### src/standby_reset_pkg.sv
/*
  Constants shared by the standby and reset control block.
  Assumes a 100 MHz system clock.
*/
package standby_reset_pkg;

  localparam int unsigned CLK_FREQ_HZ = 100_000_000;

  // Reset input filter: a change counts once it has held this many cycles.
  localparam int unsigned RST_FILTER_NS = 200;
  localparam int unsigned RST_FILTER_CYC =
    (RST_FILTER_NS * (CLK_FREQ_HZ / 1_000_000) + 999) / 1000;
  localparam int unsigned RST_FILTER_W = 8;

  // Oscillation stabilisation wait after leaving the oscillator-stopped mode.
  localparam int unsigned OSC_STAB_US = 1000;
  localparam int unsigned OSC_STAB_CYC =
    (OSC_STAB_US * (CLK_FREQ_HZ / 1_000_000));
  localparam int unsigned OSC_STAB_W = 24;

  // Power-on reset hold that the external source must keep.
  localparam int unsigned PON_HOLD_MS = 40;

  // Byte addresses of the start vector, and the pc value loaded at reset.
  localparam logic [19:0] VEC_LO_ADDR = 20'h00000;
  localparam logic [19:0] VEC_HI_ADDR = 20'h00001;
  localparam logic [19:0] PC_RESET    = 20'h00000;

  // Standby request codes from the CPU core.
  localparam logic [1:0] REQ_HALT = 2'h1;
  localparam logic [1:0] REQ_IDLE = 2'h2;
  localparam logic [1:0] REQ_STOP = 2'h3;

  typedef enum logic [2:0] {
    ST_RESET  = 3'b000,
    ST_VEC_LO = 3'b001,
    ST_VEC_HI = 3'b010,
    ST_RUN    = 3'b011,
    ST_HALT   = 3'b100,
    ST_IDLE   = 3'b101,
    ST_STOP   = 3'b110,
    ST_OSCWT  = 3'b111
  } ctl_state_e;

endpackage : standby_reset_pkg

### src/reset_filter.sv
/*
  Synchroniser and noise filter for the active-low reset pin.
  Assumes the pin is asynchronous to sys_clk.
*/
`timescale 1ns/1ps
module reset_filter
  import standby_reset_pkg::*;
(
  input  wire logic sys_clk,
  input  wire logic rst,
  input  wire logic reset_pin_n,
  output logic      reset_active
);

  logic                    s1_q, s2_q, s3_q;
  logic                    filt_q, filt_d;
  logic [RST_FILTER_W-1:0] cnt_q, cnt_d;

  // A level differing from the filtered one must hold for the full count.
  always_comb begin
    filt_d = filt_q;
    cnt_d  = '0;
    if ((s2_q == s3_q) && (s3_q != filt_q)) begin
      cnt_d = cnt_q + 1'b1;
      if (cnt_q >= RST_FILTER_W'(RST_FILTER_CYC - 1)) begin
        filt_d = s3_q;
        cnt_d  = '0;
      end
    end
  end

  always_ff @(posedge sys_clk or posedge rst) begin
    if (rst) begin
      s1_q   <= 1'b0;
      s2_q   <= 1'b0;
      s3_q   <= 1'b0;
      filt_q <= 1'b0;
      cnt_q  <= '0;
    end else begin
      s1_q   <= reset_pin_n;
      s2_q   <= s1_q;
      s3_q   <= s2_q;
      filt_q <= filt_d;
      cnt_q  <= cnt_d;
    end
  end

  assign reset_active = ~filt_q;

endmodule : reset_filter

### src/standby_reset_control.sv
/*
  Standby mode and reset sequence controller.
  Assumes the CPU core requests standby, fetches at fetch_pc on fetch_start,
  and that memory answers on mem_addr within the same cycle.
*/
`timescale 1ns/1ps
module standby_reset_control
  import standby_reset_pkg::*;
#(
  parameter int unsigned OSC_STAB_CYCLES = OSC_STAB_CYC
) (
  input  wire logic        sys_clk,
  input  wire logic        rst,
  input  wire logic        reset_pin_n,
  input  wire logic        standby_req,
  input  wire logic [1:0]  standby_mode,
  input  wire logic        irq_unmasked,
  input  wire logic        nmi_ext,
  input  wire logic        nmi_wdt,
  input  wire logic        macro_req,
  input  wire logic        macro_done,
  input  wire logic [7:0]  mem_rdata,
  output logic             mem_rd,
  output logic [19:0]      mem_addr,
  output logic             cpu_clk_en,
  output logic             sys_clk_en,
  output logic             osc_en,
  output logic             macro_run,
  output logic             hw_init,
  output logic             fetch_start,
  output logic [19:0]      fetch_pc
);

  logic                  reset_active;
  logic                  wake_ext;
  logic                  wake_any;
  logic                  mac_start;
  logic                  osc_done;

  ctl_state_e            st_q, st_d;
  logic [19:0]           pc_q, pc_d;
  logic                  rd_q, rd_d;
  logic                  fs_q, fs_d;
  logic                  mac_q, mac_d;
  logic [OSC_STAB_W-1:0] wt_q, wt_d;

  reset_filter reset_filter_i (
    .sys_clk      (sys_clk),
    .rst          (rst),
    .reset_pin_n  (reset_pin_n),
    .reset_active (reset_active)
  );

  // The watchdog NMI is deliberately not a release source.
  assign wake_ext = nmi_ext;
  assign wake_any = irq_unmasked || wake_ext;

  // A service request seen in HALT wins over a wake-up in the same cycle,
  // so the core never returns to RUN with a transfer still claimed.
  assign mac_start = (st_q == ST_HALT) && macro_req && !mac_q;
  assign osc_done  = (wt_q >= OSC_STAB_W'(OSC_STAB_CYCLES - 1));

  // Main sequencing: reset, vector fetch, run and the three standby modes.
  always_comb begin
    st_d = st_q;
    case (st_q)
      ST_RESET: begin
        if (!reset_active) begin
          st_d = ST_VEC_LO;
        end
      end
      ST_VEC_LO: begin
        st_d = ST_VEC_HI;
      end
      ST_VEC_HI: begin
        st_d = ST_RUN;
      end
      ST_RUN: begin
        if (standby_req) begin
          case (standby_mode)
            REQ_HALT: st_d = ST_HALT;
            REQ_IDLE: st_d = ST_IDLE;
            REQ_STOP: st_d = ST_STOP;
            default:  st_d = ST_RUN;
          endcase
        end
      end
      ST_HALT: begin
        // No wake-up while a service runs or is just being requested.
        if (!mac_q && !macro_req && wake_any) begin
          st_d = ST_RUN;
        end
      end
      ST_IDLE: begin
        if (wake_any) begin
          st_d = ST_RUN;
        end
      end
      ST_STOP: begin
        if (wake_any) begin
          st_d = ST_OSCWT;
        end
      end
      ST_OSCWT: begin
        if (osc_done) begin
          st_d = ST_RUN;
        end
      end
      default: st_d = ST_RESET;
    endcase
    if (reset_active) begin
      st_d = ST_RESET;
    end
  end

  always_ff @(posedge sys_clk or posedge rst) begin
    if (rst) begin
      st_q <= ST_RESET;
    end else begin
      st_q <= st_d;
    end
  end

  // Start vector: two byte reads, then a one-cycle fetch strobe.
  always_comb begin
    pc_d = pc_q;
    rd_d = 1'b0;
    fs_d = 1'b0;
    case (st_q)
      ST_RESET: begin
        pc_d = PC_RESET;
        rd_d = !reset_active;
      end
      ST_VEC_LO: begin
        pc_d = {4'h0, pc_q[15:8], mem_rdata};
        rd_d = 1'b1;
      end
      ST_VEC_HI: begin
        pc_d = {4'h0, mem_rdata, pc_q[7:0]};
        fs_d = 1'b1;
      end
      default: pc_d = pc_q;
    endcase
    // A reset in mid-sequence drops any read or fetch strobe at the next clock edge.
    if (reset_active) begin
      pc_d = PC_RESET;
      rd_d = 1'b0;
      fs_d = 1'b0;
    end
  end

  always_ff @(posedge sys_clk or posedge rst) begin
    if (rst) begin
      pc_q <= PC_RESET;
      rd_q <= 1'b0;
      fs_q <= 1'b0;
    end else begin
      pc_q <= pc_d;
      rd_q <= rd_d;
      fs_q <= fs_d;
    end
  end

  // Macro service claim; it is only ever taken from HALT.
  always_comb begin
    mac_d = mac_q;
    if (mac_start) begin
      mac_d = 1'b1;
    end else if (mac_q && macro_done) begin
      mac_d = 1'b0;
    end
    if (reset_active) begin
      mac_d = 1'b0;
    end
  end

  always_ff @(posedge sys_clk or posedge rst) begin
    if (rst) begin
      mac_q <= 1'b0;
    end else begin
      mac_q <= mac_d;
    end
  end

  // The stabilisation count runs only in the wait state and restarts at 0.
  always_comb begin
    wt_d = '0;
    if ((st_q == ST_OSCWT) && !reset_active) begin
      wt_d = wt_q + 1'b1;
    end
  end

  always_ff @(posedge sys_clk or posedge rst) begin
    if (rst) begin
      wt_q <= '0;
    end else begin
      wt_q <= wt_d;
    end
  end

  assign mem_rd      = rd_q;
  assign mem_addr    = (st_q == ST_VEC_HI) ? VEC_HI_ADDR : VEC_LO_ADDR;
  assign cpu_clk_en  = (st_q == ST_RUN);
  assign sys_clk_en  = (st_q != ST_IDLE) && (st_q != ST_STOP)
                       && (st_q != ST_OSCWT);
  assign osc_en      = (st_q != ST_STOP);
  assign macro_run   = mac_q;
  assign hw_init     = (st_q == ST_RESET);
  assign fetch_start = fs_q;
  assign fetch_pc    = pc_q;

endmodule : standby_reset_control

### config.mk
export PLATFORM = sky130hd
export DESIGN_NAME = standby_reset_control
export DESIGN_NICKNAME = d
export VERILOG_FILES = /design/src/standby_reset_pkg.sv /design/src/reset_filter.sv /design/src/standby_reset_control.sv
export SDC_FILE = /design/constraint.sdc
export NUM_CORES = 1
export LEC_CHECK = 0
export BUFFER_PORTS_ARGS = -buffer_cell sky130_fd_sc_hd__buf_2
export CAP_MARGIN = 20
export CELL_PAD_IN_SITES_DETAIL_PLACEMENT = 1
export CELL_PAD_IN_SITES_GLOBAL_PLACEMENT = 1
export CORE_AREA = 10 10 98 108
export DETAILED_ROUTE_END_ITERATION = 16
export DIE_AREA = 0 0 108 118
export PLACE_DENSITY = 0.79
export SYNTH_ARGS = -nofsm -noshare
export SYNTH_HDL_FRONTEND = slang
export SYNTH_SLANG_ARGS = --single-unit
### constraint.sdc
create_clock -name sys_clk -period 1.7 [get_ports sys_clk]
set_clock_uncertainty 0.1 [all_clocks]
set_input_delay 0 -clock sys_clk [delete_from_list [all_inputs] [get_ports sys_clk]]
set_output_delay 0 -clock sys_clk [all_outputs]
set_load 0.005 [all_outputs]
After elaboration in Yosys (flattened, before gate mapping)
Cells that the tools add are included.
{"block": "word_totals", "register_bits": 62, "latchBits": 0, "mem_bits_rw": 0, "rom_bits": 0, "in_bits": 19, "output_inout_bits": 47, "elab_cells": 82, "n_memories": 0}
{"block": "op_classes", "n_addsub": 2, "multipliers": 0, "n_div": 0, "order_cmp": 2, "eq_ne": 26, "shift": 0, "mux": 21, "bitwise_logic": 0, "n_reduce_logical": 18}
{"operator": "case mux 20 bit (3 select lines)", "n": 1}
{"operator": "inequality test 3 bit, second input constant", "n": 11}
{"operator": "adder 24 x 1 -> 24 bit, second input constant", "n": 1}
{"operator": "greater-or-equal comparator 24 x 17 -> 1 bit, second input constant", "n": 1}
{"operator": "two-way mux 24 bit", "n": 1}
{"operator": "case mux 3 bit (8 select lines)", "n": 1}
{"operator": "two-way mux 20 bit", "n": 1}
{"operator": "two-way mux 3 bit", "n": 6}
{"operator": "two-way mux 8 bit", "n": 2}
{"operator": "equality test 3 bit, second input constant", "n": 4}
{"operator": "logical AND 1 bit", "n": 9}
{"operator": "case mux 3 bit (3 select lines)", "n": 1}
{"operator": "adder 8 x 1 -> 8 bit, second input constant", "n": 1}
{"operator": "greater-or-equal comparator 8 x 5 -> 1 bit, second input constant", "n": 1}
{"operator": "two-way mux 1 bit", "n": 8}
{"operator": "equality test 3 x 2 -> 1 bit, second input constant", "n": 2}
{"operator": "AND reduction 2 bit", "n": 3}
{"operator": "AND reduction 5 bit", "n": 1}
{"operator": "equality test 2 bit, second input constant", "n": 2}
{"operator": "inequality test 2 bit, second input constant", "n": 2}
{"operator": "inequality test 4 bit, second input constant", "n": 1}
{"operator": "equality test 3 x 1 -> 1 bit, second input constant", "n": 1}
{"operator": "zero test 3 bit", "n": 1}
{"operator": "equality test 2 x 1 -> 1 bit, second input constant", "n": 1}
{"operator": "other kinds (5)", "n": 6}

Depth between registers and ports, before layout
{"block": "logic_depth", "depth_word": 6, "ltp_mapped": 6, "depth_no_buf": 6}

Hierarchy
A second synthesis with hierarchy kept.
{"block": "hier_totals", "cells_unflattened": 324, "hier_area_um2": 3047.9}
{"mod": "standby_reset_control", "instances": 1, "cells_per_inst": 285, "area_each_um2": 2561.2, "seq_area_each_um2": 1151.1}
{"mod": "reset_filter", "instances": 1, "cells_per_inst": 39, "area_each_um2": 486.7, "seq_area_each_um2": 300.3}

Worst setup path before layout
No wires, ideal clock.
{"block": "synth_timing", "kind": "reg-to-reg", "from": "register wt_q[0]", "to": "register wt_q[18]", "arrival_ps": 1609, "t_required_ps": 1517, "slack_ps": -92, "stages_incl_launch_ff": 6, "period_less_slack_ps": 1792, "cell_sequence": "dfrtp_1 > ha_1 > and4_2 > nand4_2 > or4_1 > a21oi_1"}
{"block": "synth_between", "elab_chain_cells": 2}
{"item": "from (decl)", "line_no": "standby_reset_control.sv:45", "text": "logic [OSC_STAB_W-1:0] wt_q, wt_d;"}
{"item": "from (signal assigned)", "line_no": "standby_reset_control.sv:197", "text": "wt_q <= wt_d;"}
{"item": "adder 24 x 1 -> 24 bit", "line_no": "standby_reset_control.sv:189", "text": "wt_d = wt_q + 1'b1;"}
{"item": "two-way mux 24 bit", "line_no": "standby_reset_control.sv:188", "text": "if ((st_q == ST_OSCWT) && !reset_active) begin"}
{"item": "via wt_d[18]", "line_no": "standby_reset_control.sv:45"}
The timed path passes the listed nets, and every way through them passes these cells.
A chain may end at the register's enable or synchronous reset.

Final worst setup path
Ends and elaborated chain as after synthesis.

==> metrics.txt <==
outcome=finished with violations; CTS tree=built; Die Y=118 um; CP Data Arrival Time=1.95 ns; Worst setup SP type=register; final wirelength=9.55 mm; ratio of cells with drive above 1 in the final layout=30.7%; slowest stage cell, crit path=or4_1; Synth area leader=dfrtp_1; Root Buffer=clkbuf_8; Max Slew Vio Count=0; total track usage=14.6%; Synth area leaders=dfrtp_1 48%, buf_4 5.7%, a21oi_1 4.6%, nand3_1 4.6%, o21ai_0 4.1%; width of the die=108 um; initial antenna violation count=0; final setup vio count=9; Lkg Pwr=0.00184 uW; wire length of the first global-routing pass=15.2 mm; Min Hold Slack=0.0834 ns; Buffers & Inverters on Critical Path=0; final worst path period need=1.78 ns; flops & latches, synth=58; gpl congestion=0.803; Detail Route Antenna Nets=0; CP cell instances=ha_2 > and4_4 > nand4_4 > or4_1 > a21oi_2; crit path max fanout=5; total grt overflow=0; pin count of the biggest net entering global routing=41; Yosys warning count=0; Top Family by Delay on Critical Path=simple AND/OR/NAND/NOR gates; RSZ-0062 raised after global routing=yes; CP Depth=5; maxcap violations=0; failing checks=setup timing; CTS HTree Levels=3; Tcrit/Tclk final=105%; critical path required time=1.88 ns; drt first pass iters=4; Worst Hold Depth=4; P&R area growth vs syn=34.6%; PnR Total Power=4220 uW; Hold Crit Class=in2reg; cells after synthesis=322; number of global-route vias before repair=3025; count of different cell masters after synthesis=50; critical path class=reg2reg; Final HPWL DP=6.29 mm; CP Capture Type=register; main flop type after synthesis=dfrtp_1; Synth top area share=48.1%; Initial Utilization=36.1%; biggest cell delay along the critical path=0.52 ns; Synth async-reset ratio=100%; clk slew on worst S/H paths=0.07 ns; num ports=66; Std-Cell Rows=35; final worst slack=-0.0767 ns; total CTS buffers=9; clk_lat worst skew=0.35 ns; FMAX=563 MHz; Max clock buf depth=2; via/cell ratio=5.24; maximum vdd ir drop=0.000682 V; clock sink count=58; via total after detailed routing=2797; Port Buf Inserts=41; DRC=0; register area share after synthesis=48.1%; Net count, final=441; Mean Syn Cell Area=9.37 um^2; die area=12700 um^2; CORE AREA=8360 um^2; synthesized area=3020 um^2; power density over the cells=1040 nW/um^2; Iteration-0 DRC Markers=137; n_diodes=0; WL/cell=17.9 um; Post-synth EDFFs=0; Final Hold Viols=0; worst r2r path cells=5
[sequential cells by signal (all words and copies together) (netlist names)]
signal	flops
mem_rd	1
st_q	3
wt_q	24
reset_filter_i.cnt_q	8
reset_filter_i.s2_q	1
reset_filter_i.filt_q	1
macro_run	1
fetch_pc	16
reset_filter_i.s3_q	1
fetch_start	1
reset_filter_i.s1_q	1
[per-stage QoR]
| step | utilization (%) | setup TNS, ns | setup WS (ns) | cell area, um^2 | std cells |
|---|---|---|---|---|---|
| after global routing | 48.5 | -1.06 | -0.167 | 4060 | 534 |
| final | 48.5 | -0.375 | -0.0767 | 4060 | 534 |
| after floorplan | - | -0.00181 | -0.00181 | 3120 | 347 |
| after detailed placement | 41.9 | -0.525 | -0.101 | 3510 | 496 |
| after CTS | 46.9 | -0.154 | -0.0404 | 3920 | 530 |
| after global placement | 41.9 | -0.00773 | -0.00603 | 3510 | 496 |
[cell families after synthesis]
logic type               Yosys count  share of synthesized area [%]
AND/OR/NAND/NOR                  121                           22.0
AO/OA/AOI/OAI                     76                           15.0
flip-flops                        58                           48.1
buffers and inverters             49                           9.25
XOR/XNOR                          12                           3.48
adder cells (fa/ha/maj)            4                           1.66
other                              1                          0.124
multiplexers                       1                          0.332
[worst min-delay path, cell delays in order]
cell	delay [ns]
buf_2	0.08
nor2_1	0.08
a2bb2oi_1	0.16
o221ai_1	0.13
[what timing repair did]
| action | in CTS | in global routing |
|---|---|---|
| cloned | 1 | 0 |
| pin swaps | 2 | 2 |
| hold endpoints to repair | 76 | 0 |
| endpoints found under the setup margin | 16 | 21 |
| hold buffers | 12 | 0 |
| setup buffers | 5 | 4 |
| gates resized for setup | 7 | 23 |
[layer usage]
metal  vias up  GRT usage [%]  wire length (um)
met5         -              0                 0
met4         0           5.69               133
met3        13           4.38               452
met2        52           25.3              5230
met1      1424           15.9              3730
li1       1308              -                 -
[synthesized netlist by cell type (all sizes together), types with 4 or more instances]
cell type and instances:
a21oi 28, and3 5, buf 25, clkbuf 14, dfrtp 58, ha 4
inv 10, nand2 10, nand2b 7, nand3 29, nand4 9, nor2 25
nor3 7, nor4 6, o21ai 25, or3 8, xnor2 6, xor2 6
[power by group]
| part | internal, uW | total, uW | switching, uW |
|---|---|---|---|
| clock | 831 | 1450 | 623 |
| sequential | 1530 | 1660 | 128 |
| combinational | 458 | 1110 | 650 |
[final timing paths]
kind	slack, ns	to	startpoint
min reg2reg	0.26	reset_filter_i.s2_q	reset_filter_i.s1_q
max reg2reg	-0.08	wt_q[18]	wt_q[0]
min	0.08	st_q[2]	irq_unmasked
min in group asynchronous	0.10	reset_filter_i.cnt_q[3]	rst
max in group asynchronous	0.81	wt_q[1]	rst
max	-0.08	wt_q[18]	wt_q[0]
[layout by cell type (no fill, tap or decap), types with 3 or more instances in the layout]
cell type / count
dlygate4sd3_1: 12
a21oi_1: 25
xor2_1: 6
nand2_1: 9
xnor2_1: 6
clkbuf_8: 9
o21ai_0: 23
o31ai_1: 3
a21oi_2: 3
dfrtp_1: 58
or3_1: 5
nor3_1: 6
nand3_1: 28
inv_1: 9
nor4_2: 3
nor2_1: 25
buf_4: 43
nand4_1: 8
conb_1: 26
nand2b_1: 7
buf_2: 41
and3_1: 3
[cell type report]
type / count / area, um^2
fill: 972 / 4300
multi-input combinational: 241 / 1540
sequential: 58 / 1450
timing repair buffer: 98 / 679
tap: 111 / 139
clock buffer: 10 / 128
clock inverter: 6 / 90.1
inverter: 10 / 37.5
Power figures use the tool's default switching activity.
